**config.mk**
```make
export PLATFORM = sky130hd
export DESIGN_NAME = qrc_quadrant_ctrl
export DESIGN_NICKNAME = d
export VERILOG_FILES = /design/src/common/qrc_pkg.sv /design/src/logic/qrc_quadrant_ctrl.sv
export SDC_FILE = /design/constraint.sdc
export NUM_CORES = 1
export LEC_CHECK = 0
export BUFFER_PORTS_ARGS = -buffer_cell sky130_fd_sc_hd__buf_2
export CAP_MARGIN = 20
export CORE_ASPECT_RATIO = 1.5
export CORE_MARGIN = 2
export CORE_UTILIZATION = 40
export CTS_BUF_LIST = sky130_fd_sc_hd__clkbuf_4 sky130_fd_sc_hd__clkbuf_8 sky130_fd_sc_hd__clkbuf_16
export DETAILED_ROUTE_END_ITERATION = 12
export GPL_ROUTABILITY_DRIVEN = 0
export PLACE_DENSITY = 0.65
export SYNTH_ARGS = -nofsm -noshare
export SYNTH_HDL_FRONTEND = slang
export SYNTH_SLANG_ARGS = --single-unit
export TNS_END_PERCENT = 1
```
**constraint.sdc**
```tcl
create_clock -name i_clk_sys -period 2.17 [get_ports i_clk_sys]
set_clock_uncertainty 0.05 [all_clocks]
set_input_delay 0.3255 -clock i_clk_sys [delete_from_list [all_inputs] [get_ports i_clk_sys]]
set_output_delay 0.3255 -clock i_clk_sys [all_outputs]
set_load 0.02 [all_outputs]
```
**src/common/qrc_pkg.sv**
```systemverilog
// Register map, field layout and fixed counts of the quadrant receive control
package qrc_pkg;
    // Register offsets within one quadrant
    localparam logic [7:0] OFS_CLK_MON    = 8'h01;
    localparam logic [7:0] OFS_RX_OPTIONS = 8'h02;
    localparam logic [7:0] OFS_RX_LINE_IF = 8'h03;
    localparam logic [7:0] OFS_TX_LINE_IF = 8'h04;
    // Values after reset, and the writable bits of the transmit line interface
    localparam logic [7:0] RST_RX_OPTIONS = 8'h80;
    localparam logic [7:0] RST_RX_LINE_IF = 8'h00;
    localparam logic [7:0] RST_TX_LINE_IF = 8'h00;
    localparam logic [7:0] TX_LINE_IF_RW  = 8'hFA;
    // Clock monitor fields
    localparam int BIT_BP_RX_ACT   = 1;
    localparam int BIT_COMMON_ACT  = 2;
    localparam int BIT_BP_TX_ACT   = 3;
    localparam int BIT_REF_ACT     = 4;
    localparam int REF_CLK_QUAD    = 3;
    // Receive options fields
    localparam int BIT_RX_JITTER_ATTENUATOR_BYP    = 7;
    localparam int BIT_UNFRAMED    = 6;
    localparam int BIT_ELST_BYP    = 5;
    localparam int BIT_HOLD_LOS    = 4;
    localparam int BIT_FREQ_SEL    = 3;
    localparam int BIT_WORD_ERR    = 2;
    localparam int BIT_CNT_NFAS    = 1;
    localparam int BIT_CNT_COFA    = 0;
    // Receive line interface fields
    localparam int BIT_AUTO_FAR    = 7;
    localparam int BIT_AUTO_RED    = 6;
    localparam int BIT_AUTO_OOF    = 5;
    localparam int BIT_AUTO_AIS    = 4;
    localparam int BIT_BPV_ONLY    = 2;
    // Transmit line interface fields
    localparam int BIT_TJAT_BYP    = 7;
    localparam int BIT_TAIS_EN     = 6;
    localparam int BIT_TAUX_PAT    = 5;
    // Excessive-zero limits: a run longer than this is an error
    localparam logic [4:0] EXZ_T1_AMI  = 5'h0F;
    localparam logic [4:0] EXZ_T1_B8ZS = 5'h07;
    localparam logic [4:0] EXZ_E1      = 5'h04;
    localparam logic [7:0] AIS_BYTE    = 8'hFF;
    localparam int FAS_BITS            = 7;
endpackage : qrc_pkg

```
**src/logic/qrc_quadrant_ctrl.sv**
```systemverilog
// Per-quadrant receive option, clock monitor and alarm response logic
`timescale 1ns/1ps
module qrc_quadrant_ctrl
    import qrc_pkg::*;
#(
    parameter int QUAD_INDEX = 0
)(
    // Clock and reset
    input  wire logic       i_clk_sys,
    input  wire logic       i_nrst,
    // Microprocessor register port
    input  wire logic [7:0] i_addr,
    input  wire logic [7:0] i_wdata,
    input  wire logic       i_wr_stb,
    input  wire logic       i_rd_stb,
    output logic      [7:0] o_rdata,
    // Monitored clocks and reference sources, asynchronous
    input  wire logic       i_bp_tx_clk,
    input  wire logic       i_common_tx_clk,
    input  wire logic       i_bp_rx_clk,
    input  wire logic       i_ref_clk,
    input  wire logic       i_rx_rec_clk,
    input  wire logic       i_rx_frame_8k,
    // Global mode and line status
    input  wire logic       i_e1_mode,
    input  wire logic       i_b8zs_mode,
    input  wire logic       i_los_source_select,
    input  wire logic       i_los_analog,
    input  wire logic       i_los_digital,
    input  wire logic       i_red_alarm,
    input  wire logic       i_oof,
    input  wire logic       i_ais_det,
    input  wire logic       i_manual_far_alarm,
    input  wire logic       i_manual_rx_ais,
    input  wire logic       i_frame_loss_trunk_en,
    // Framer events
    input  wire logic       i_fas_vld,
    input  wire logic [6:0] i_fas_err_bits,
    input  wire logic       i_nfas_vld,
    input  wire logic       i_nfas_bit2,
    input  wire logic       i_cofa_evt,
    input  wire logic       i_oof_evt,
    input  wire logic       i_bit_vld,
    input  wire logic       i_bit_zero,
    input  wire logic       i_bpv,
    input  wire logic       i_framer_fp,
    input  wire logic       i_fp_is_output,
    // Receive channel data
    input  wire logic       i_chan_vld,
    input  wire logic [7:0] i_direct_data,
    input  wire logic [7:0] i_elst_data,
    input  wire logic [7:0] i_idle_code,
    input  wire logic [7:0] i_trunk_data,
    input  wire logic [3:0] i_rx_sig,
    input  wire logic [3:0] i_trunk_sig,
    // Controls to datapath
    output logic            o_rx_jitter_att_bypass,
    output logic            o_refout_jitter_att,
    output logic            o_framer_reset,
    output logic            o_rx_elastic_bypass,
    output logic            o_tx_jitter_att_bypass,
    output logic            o_tx_ais_enable,
    output logic            o_tx_aux_pattern,
    // Derived outputs
    output logic            o_rx_reference_out,
    output logic            o_bp_rx_frame_pulse,
    output logic            o_tx_far_alarm,
    output logic            o_fe_inc,
    output logic      [3:0] o_fe_inc_count,
    output logic            o_perf_monitor_frame_evt,
    output logic            o_lcv_evt,
    output logic      [7:0] o_bp_rx_data,
    output logic      [3:0] o_bp_rx_signaling
);
    logic [7:0] rx_opt_reg;
    logic [7:0] rx_lif_reg;
    logic [7:0] tx_lif_reg;
    logic [3:0] act_reg;
    logic [3:0] clk_s1;
    logic [3:0] clk_s2;
    logic [3:0] clk_s3;
    logic [1:0] misc_s1;
    logic [1:0] misc_s2;
    logic       nfas_pend_reg;
    logic [4:0] zero_run_reg;
    logic       mon_rd;
    logic [3:0] clk_rise;
    logic       los_sel;
    logic       ais_on;
    logic [4:0] exz_lim;

    function automatic logic [3:0] ones7(input logic [6:0] v);
        logic [3:0] n;
        n = 4'h0;
        for (int k = 0; k < FAS_BITS; k++)
            n = n + {3'h0, v[k]};
        return n;
    endfunction : ones7

    assign mon_rd   = i_rd_stb && (i_addr == OFS_CLK_MON);
    assign clk_rise = clk_s2 & ~clk_s3;
    assign los_sel  = i_los_source_select ? i_los_digital
                                          : i_los_analog;
    assign ais_on   = (rx_lif_reg[BIT_AUTO_AIS] && los_sel) || i_manual_rx_ais;
    assign exz_lim  = i_e1_mode ? EXZ_E1
                    : (i_b8zs_mode ? EXZ_T1_B8ZS : EXZ_T1_AMI);

    // Pin clocks pass two flops before edge detection
    always_ff @(posedge i_clk_sys or negedge i_nrst)
    begin
        if (!i_nrst)
        begin
            clk_s1  <= 4'h0;
            clk_s2  <= 4'h0;
            clk_s3  <= 4'h0;
            misc_s1 <= 2'h0;
            misc_s2 <= 2'h0;
        end
        else
        begin
            clk_s1  <= {i_ref_clk, i_bp_tx_clk, i_common_tx_clk, i_bp_rx_clk};
            clk_s2  <= clk_s1;
            clk_s3  <= clk_s2;
            misc_s1 <= {i_rx_frame_8k, i_rx_rec_clk};
            misc_s2 <= misc_s1;
        end
    end

    // Sticky activity; a rise in the reading cycle survives the clear
    always_ff @(posedge i_clk_sys or negedge i_nrst)
    begin
        if (!i_nrst)
            act_reg <= 4'h0;
        else
        begin
            act_reg <= (mon_rd ? 4'h0 : act_reg) | clk_rise;
            if (QUAD_INDEX != REF_CLK_QUAD)
                act_reg[3] <= 1'b0;
        end
    end

    // Register writes; reserved bits are stored as written, except in the transmit line interface, where TX_LINE_IF_RW masks them
    always_ff @(posedge i_clk_sys or negedge i_nrst)
    begin
        if (!i_nrst)
        begin
            rx_opt_reg <= RST_RX_OPTIONS;
            rx_lif_reg <= RST_RX_LINE_IF;
            tx_lif_reg <= RST_TX_LINE_IF;
        end
        else if (i_wr_stb)
        begin
            if (i_addr == OFS_RX_OPTIONS)
                rx_opt_reg <= i_wdata;
            if (i_addr == OFS_RX_LINE_IF)
                rx_lif_reg <= i_wdata;
            if (i_addr == OFS_TX_LINE_IF)
                tx_lif_reg <= i_wdata & TX_LINE_IF_RW;
        end
    end

    // Read data lands one cycle after the strobe; unmapped reads zero
    always_ff @(posedge i_clk_sys or negedge i_nrst)
    begin
        if (!i_nrst)
            o_rdata <= 8'h00;
        else if (i_rd_stb)
        begin
            unique case (i_addr)
                OFS_CLK_MON:    o_rdata <= {3'h0, act_reg, 1'b0};
                OFS_RX_OPTIONS: o_rdata <= rx_opt_reg;
                OFS_RX_LINE_IF: o_rdata <= rx_lif_reg;
                OFS_TX_LINE_IF: o_rdata <= tx_lif_reg;
                default:        o_rdata <= 8'h00;
            endcase
        end
    end

    // Static controls; the software keeps bypass legal with clock modes
    always_ff @(posedge i_clk_sys or negedge i_nrst)
    begin
        if (!i_nrst)
        begin
            o_rx_jitter_att_bypass <= 1'b1;
            o_refout_jitter_att    <= 1'b0;
            o_framer_reset         <= 1'b0;
            o_rx_elastic_bypass    <= 1'b0;
            o_tx_jitter_att_bypass <= 1'b0;
            o_tx_ais_enable        <= 1'b0;
            o_tx_aux_pattern       <= 1'b0;
        end
        else
        begin
            o_rx_jitter_att_bypass <= rx_opt_reg[BIT_RX_JITTER_ATTENUATOR_BYP];
            o_refout_jitter_att    <= !rx_opt_reg[BIT_RX_JITTER_ATTENUATOR_BYP];
            o_framer_reset         <= rx_opt_reg[BIT_UNFRAMED];
            o_rx_elastic_bypass    <= rx_opt_reg[BIT_ELST_BYP];
            o_tx_jitter_att_bypass <= tx_lif_reg[BIT_TJAT_BYP];
            o_tx_ais_enable        <= tx_lif_reg[BIT_TAIS_EN];
            o_tx_aux_pattern       <= tx_lif_reg[BIT_TAUX_PAT];
        end
    end

    // Reference output source and frame pulse gating
    always_ff @(posedge i_clk_sys or negedge i_nrst)
    begin
        if (!i_nrst)
        begin
            o_rx_reference_out  <= 1'b0;
            o_bp_rx_frame_pulse <= 1'b0;
        end
        else
        begin
            if (los_sel)
                o_rx_reference_out <= rx_opt_reg[BIT_HOLD_LOS]
                                      ? 1'b1 : clk_s2[3];
            else
                o_rx_reference_out <= rx_opt_reg[BIT_FREQ_SEL]
                                      ? misc_s2[1] : misc_s2[0];
            o_bp_rx_frame_pulse <= (rx_opt_reg[BIT_UNFRAMED] && i_fp_is_output)
                                 ? 1'b0 : i_framer_fp;
        end
    end

    // Far-end alarm and performance event selection
    always_ff @(posedge i_clk_sys or negedge i_nrst)
    begin
        if (!i_nrst)
        begin
            o_tx_far_alarm   <= 1'b0;
            o_perf_monitor_frame_evt <= 1'b0;
        end
        else
        begin
            if (i_e1_mode)
                o_tx_far_alarm <= (rx_lif_reg[BIT_AUTO_FAR]
                                   && (i_oof || i_ais_det))
                                  || i_manual_far_alarm;
            else
                o_tx_far_alarm <= (rx_lif_reg[BIT_AUTO_FAR] && i_red_alarm)
                                  || i_manual_far_alarm;
            o_perf_monitor_frame_evt <= (!i_e1_mode && rx_opt_reg[BIT_CNT_COFA])
                                ? i_cofa_evt : i_oof_evt;
        end
    end

    // E1 framing error counting; framers held in reset count nothing
    always_ff @(posedge i_clk_sys or negedge i_nrst)
    begin
        if (!i_nrst)
        begin
            o_fe_inc       <= 1'b0;
            o_fe_inc_count <= 4'h0;
            nfas_pend_reg  <= 1'b0;
        end
        else
        begin
            o_fe_inc       <= 1'b0;
            o_fe_inc_count <= 4'h0;
            if (i_e1_mode && !rx_opt_reg[BIT_UNFRAMED] && i_fas_vld)
            begin
                if (rx_opt_reg[BIT_WORD_ERR] && rx_opt_reg[BIT_CNT_NFAS])
                    nfas_pend_reg <= |i_fas_err_bits;
                else if (rx_opt_reg[BIT_WORD_ERR])
                begin
                    o_fe_inc       <= |i_fas_err_bits;
                    o_fe_inc_count <= {3'h0, |i_fas_err_bits};
                end
                else
                begin
                    o_fe_inc       <= |i_fas_err_bits;
                    o_fe_inc_count <= ones7(i_fas_err_bits);
                end
            end
            else if (i_e1_mode && !rx_opt_reg[BIT_UNFRAMED] && i_nfas_vld
                     && rx_opt_reg[BIT_CNT_NFAS])
            begin
                if (rx_opt_reg[BIT_WORD_ERR])
                begin
                    o_fe_inc       <= nfas_pend_reg || !i_nfas_bit2;
                    o_fe_inc_count <= {3'h0, nfas_pend_reg || !i_nfas_bit2};
                    nfas_pend_reg  <= 1'b0;
                end
                else
                begin
                    o_fe_inc       <= !i_nfas_bit2;
                    o_fe_inc_count <= {3'h0, !i_nfas_bit2};
                end
            end
        end
    end

    // Line code violations; excessive zeros flagged once per run
    always_ff @(posedge i_clk_sys or negedge i_nrst)
    begin
        if (!i_nrst)
        begin
            zero_run_reg <= 5'h00;
            o_lcv_evt    <= 1'b0;
        end
        else
        begin
            o_lcv_evt <= i_bpv;
            if (i_bit_vld)
            begin
                if (!i_bit_zero)
                    zero_run_reg <= 5'h00;
                else if (zero_run_reg <= exz_lim)
                    zero_run_reg <= zero_run_reg + 5'h01;
                if (i_bit_zero && zero_run_reg == exz_lim
                    && !rx_lif_reg[BIT_BPV_ONLY])
                    o_lcv_evt <= 1'b1;
            end
        end
    end

    // Channel data: AIS over trunk conditioning over trouble code
    always_ff @(posedge i_clk_sys or negedge i_nrst)
    begin
        if (!i_nrst)
        begin
            o_bp_rx_data      <= 8'h00;
            o_bp_rx_signaling <= 4'h0;
        end
        else if (i_chan_vld)
        begin
            if (ais_on)
                o_bp_rx_data <= AIS_BYTE;
            else if ((rx_lif_reg[BIT_AUTO_RED] && i_red_alarm)
                     || (rx_lif_reg[BIT_AUTO_OOF] && i_oof))
                o_bp_rx_data <= i_trunk_data;
            else if (rx_opt_reg[BIT_ELST_BYP])
                o_bp_rx_data <= i_direct_data;
            else if (i_frame_loss_trunk_en && i_oof)
                o_bp_rx_data <= i_idle_code;
            else
                o_bp_rx_data <= i_elst_data;
            // Frozen at whatever was sent last, trunk value included
            if (ais_on)
                o_bp_rx_signaling <= o_bp_rx_signaling;
            else if (rx_lif_reg[BIT_AUTO_RED] && i_red_alarm)
                o_bp_rx_signaling <= i_trunk_sig;
            else
                o_bp_rx_signaling <= i_rx_sig;
        end
    end
endmodule : qrc_quadrant_ctrl

```
Word level (Yosys, flattened, before mapping) --
Cells that the tools add are included.
Word-level totals: register bits 83, input port bits 95, output and inout port bits 37, logic and storage cells 116
Cells by class: add/sub/neg operators 7, $lt $le $gt $ge 1, eq/ne operators 7, mux-type cells 33, bitwise logic cells 4, reduce and logical (&&, ||, !) cells 36
Operator list (number):
- two-way mux 8 bit | 4
- one-hot mux 8 bit (4 select lines) | 1
- two-way mux 4 bit | 6
- two-way mux 1 bit | 19
- == test 8 x 2 -> 1 bit (second input constant) | 2
- logical AND 1 bit | 16
- adder 4 x 1 -> 4 bit | 3
- two-way mux 5 bit | 2
- AND reduction 2 bit | 5
- == test 8 x 1 -> 1 bit (second input constant) | 1
- == test 8 x 3 -> 1 bit (second input constant) | 1
- OR reduction 7 bit | 1
- logical OR 1 bit | 6
- adder 5 x 1 -> 5 bit (second input constant) | 1
- == test 5 x 4 -> 1 bit | 1
- less-or-equal comparator 5 x 4 -> 1 bit | 1
- zero test 1 bit | 5
- adder 3 x 1 -> 4 bit | 1
- != test 2 x 1 -> 1 bit (second input constant) | 2
- nonzero test 2 bit | 2
- adder 2 x 1 -> 3 bit | 1
- bitwise AND 3 bit | 1
- two-way mux 3 bit | 1
- NOT 3 bit | 1
- 4 further kinds | 4

Depth between registers and ports, before layout --
depth after elaboration 9, gate-level depth with buffers 7, depth with buffers taken out 7

Worst setup path before layout --
No wires, ideal clock.
path kind input port to flip-flop, from input i_fas_err_bits[0], to register o_fe_inc_count[1], library setup time 0.086 ns, arrival time 2.284 ns, slack -0.250 ns, cell stages on the path 6, path through fa_1 > inv_1 > fa_1 > fa_1 > fa_1 > nor3_1
Between the ends: longest elaborated chain between the ends 9
Ends and longest elaborated chain:
- from (decl) | line qrc_quadrant_ctrl.sv:38 | input wire logic [6:0] i_fas_err_bits,
- adder 1 x 1 -> 2 bit | line qrc_quadrant_ctrl.sv:96 | n = n + {3'h0, v[k]};
- adder 2 x 1 -> 3 bit | line qrc_quadrant_ctrl.sv:96
- adder 3 x 1 -> 4 bit | line qrc_quadrant_ctrl.sv:96
- adder 4 x 1 -> 4 bit (3 in a row) | line qrc_quadrant_ctrl.sv:96
- two-way mux 4 bit | line qrc_quadrant_ctrl.sv:264 | else if (rx_opt_reg[BIT_WORD_ERR])
- two-way mux 4 bit | line qrc_quadrant_ctrl.sv:262 | if (rx_opt_reg[BIT_WORD_ERR] && rx_opt_reg[BIT_CNT_NFAS])
- two-way mux 4 bit | line qrc_quadrant_ctrl.sv:260 | if (i_e1_mode && !rx_opt_reg[BIT_UNFRAMED] && i_fas_vld)
- to (signal assigned) | line qrc_quadrant_ctrl.sv:267 | o_fe_inc_count <= {3'h0, |i_fas_err_bits};
- to (signal assigned) | line qrc_quadrant_ctrl.sv:272 | o_fe_inc_count <= ones7(i_fas_err_bits);
- to (signal assigned) | line qrc_quadrant_ctrl.sv:281 | o_fe_inc_count <= {3'h0, nfas_pend_reg || !i_nfas_bit2};
- to (decl) | line qrc_quadrant_ctrl.sv:69 | output logic [3:0] o_fe_inc_count,
Every way passes these cells. A chain may end at the register's enable or synchronous reset.

Final worst setup path --
Same ends and word-level chain as after synthesis.

==> impl_metrics.tcl <==
set metrics [dict create \
    p_int_uw 2866 \
    route.detailed.drc 0 \
    power_uw 3808 \
    cts_made_buffers 9 \
    rows 42 \
    finalCriticalPeriod_ps 2192 \
    grt_usage_pct 18.93 \
    status "finished with violations" \
    post-dp-hpwl_um 6691 \
    instances_no_fill 586 \
    crit_required_ps 2340 \
    p_switching_uw 942.8 \
    port-buffer-count 130 \
    reg2reg_to "zero_run_reg[3]" \
    diodes 0 \
    wl_per_cell_um 14.76 \
    worstMarginPinSlew_ps 567.2 \
    postPlaceCellArea_sq_um 4532 \
    critPathArrivalTime_ps 2360 \
    drt_wl_total_um 8647 \
    grt_pass1_vias 2946 \
    worstHoldStart "i_ref_clk" \
    ys_seq_elements 82 \
    ios 132 \
    dp.cells 569 \
    crit_chain "buf_6 -> fa_1 -> inv_1 -> fa_1 -> fa_2 -> fa_1 -> nor3_2" \
    num_vias 2952 \
    ys_seq_area_share_pct 55.83 \
    utilization_pct 54.90 \
    final_hold_viol_count 0 \
    worst_slack_ps -22.39 \
    cp_slowest_cell "fa_1" \
    max-clock-path-buffers 2 \
    relSlewSlack_pct 62.19 \
    clkPwrFrac_pct 42.9 \
    ant_nets 0 \
    power.density_nw_per_um2 781.1 \
    cts-root-buf "clkbuf_16" \
    fillers 800 \
    holdPathStages 1 \
    drtPass1Iterations 4 \
    async_flop_share_pct 100.0 \
    cts_tree "done" \
    reg2reg_depth 6 \
    syn_inst 329 \
    clk_latency_ps 340 \
    rrSetupSlack_ps 250 \
    grt-ovfl-total 0 \
    cp_slowest_stage_delay_ps 530 \
    worstHoldEndpoint "clk_s1[3]" \
    pwr-share-comb_pct 12.9 \
    via_per_inst 5.038 \
    area_growth_pct 32.51 \
    max_freq_mhz 456.1 \
    ys_warn_count 0 \
    startpoint "i_fas_err_bits[0]" \
    slew_violations 0 \
    avgSynthCellArea_sq_um 11.18 \
    htree_levels 3 \
    synthFlopType "dfrtp_1" \
    synth_fp_nets 433 \
    finalNetCount 575 \
    critPathKind "input port to flop" \
    leakage_uw 0.002462 \
    crit_buf_inv 2 \
    die_w_um 82.32 \
    fp.dieH_um 121.5 \
    cp_max_fo 2 \
    clkSlewWorstSetupHoldPaths_ps 60 \
    synth.distinct_cells 45 \
    tns_ps -22.39 \
    seq_power_share_pct 44.2 \
    first_iter_violations 150 \
    rsz0062_at_grt "yes" \
    clock-sinks 82 \
    end_kind "flop" \
    ir_drop_uv 500.9 \
    syn_area_sq_um 3680 \
    grt_start_max_net_pins 55 \
    crit_path_frequent_cell "fa_1" \
    p_sw_share_pct 24.76 \
    grt_pass1_wl_um 13920 \
    dieArea_sq_um 9999 \
    min_path_type "input port to flop" \
    violations "setup timing" \
    synth_edf_count 0 \
    setup_viol 1 \
    coreArea_sq_um 8881 \
    final_area_sq_um 4876 \
    initial_utilization_pct 41.43 \
    grt_antenna_before_repair 1 \
    crit_family "adder cells" \
    drv_cap 0 \
    rr_startpoint "zero_run_reg[1]" \
    post_cts_buffers 0 \
    timing.final.crit_share_pct 101.0 \
    startpoint_type "input port" \
    layout-drive-gt1-share_pct 40.55 \
]
-- cell families (layout without fill, tap and decap cells) --
logic type / after synthesis / after routing / share of synthesized area [%]
flip-flops: 82 / 82 / 55.83
adder cells (fa/ha/maj): 9 / 9 / 3.876
AND/OR/NAND/NOR: 83 / 83 / 11.15
multiplexers: 40 / 40 / 11.70
buffers and inverters: 39 / 186 / 4.284
other: 1 / 1 / 0.1019
AO/OA/AOI/OAI: 75 / 75 / 13.06
-- repair_timing --
| item | in CTS | in global routing |
|---|---|---|
| hold buffers | 1 | 0 |
| endpoints found under the hold margin | 27 | 0 |
| pin swaps | 1 | 0 |
| endpoints found under the setup margin | 1 | 3 |
| gates resized for setup | 2 | 1 |
-- routing by layer --
layer  routed length [um]  GRT usage (%)  part of all wire [%]
met1                 3321          21.49                    38
met2                 4289          30.39                    50
met3                  807          6.250                   9.3
met4                  215          10.94                   2.5
met5                   13              0                  0.15
-- cell usage after synthesis, types with 6 or more instances --
master,number,share of area [%]
inv_1,27,2.8
nand2_1,27,2.8
dfrtp_1,80,54
o211ai_1,12,2.4
o22ai_1,10,1.7
a21oi_1,18,2.4
nor2_1,24,2.4
mux2i_1,16,4.4
a22oi_1,6,1.2
clkbuf_1,9,0.92
o21ai_0,14,1.9
mux2_2,24,7.3
-- stage by stage --
step,hold WS (ps),setup WS [ps]
after global placement,237.2,-378.7
after global routing,20.71,-76.50
after floorplan,-20.09,-214.1
final,37.81,-22.39
after CTS,25.40,-18.40
after detailed placement,235.5,-464.2
-- layout by cell type (no fill, tap or decap), types with 10 or more instances in the layout --
master	netlist	layout
buf_2	0	128
o21ai_0	14	13
mux2i_1	16	16
buf_4	1	11
dfrtp_1	80	80
o211ai_1	12	12
inv_1	27	27
nor2_1	24	24
a21oi_1	18	18
o22ai_1	10	10
mux2_2	24	24
nand2_1	27	27
-- worst reg2reg max path, delay by kind of cell (launching register included) --
kind | cells | cell delay (ps)
and+or+nand+nor | 3 | 700
adders and majority gates | 1 | 310
DFF | 1 | 420
AOI/OAI and AO/OA | 2 | 370
-- power groups by stage --
stage / clock [uW] / combinational [uW] / sequential (uW)
final: 1630 / 491 / 1680
after global placement: 0 / 479 / 1710
after detailed placement: 0 / 499 / 1710
after floorplan: 0 / 220 / 1740
after CTS: 1670 / 500 / 1680
after global routing: 1750 / 556 / 1700
-- layout make-up --
type                    count  area (sq um)  share of cell area [%]
multi-input cells         208          1475                   30.25
flip-flops and latches     82          2054                   42.13
well taps                 110         137.6                   2.823
clock inverters             6         90.09                   1.848
inverters                  27         101.3                   2.079
clock buffers              10         232.7                   4.773
repair buffers            143         784.5                   16.09
-- worst max-delay path by stage --
stage,endpoint,slack [ps],cells past startpoint
after floorplan,o_fe_inc_count[1],-210,6
after global placement,o_fe_inc_count[1],-380,7
after detailed placement,o_fe_inc_count[1],-460,7
after CTS,o_fe_inc_count[1],-20,7
after global routing,o_fe_inc_count[1],-80,7
final,o_fe_inc_count[1],-20,7
(Power assumes the default switching activity.)
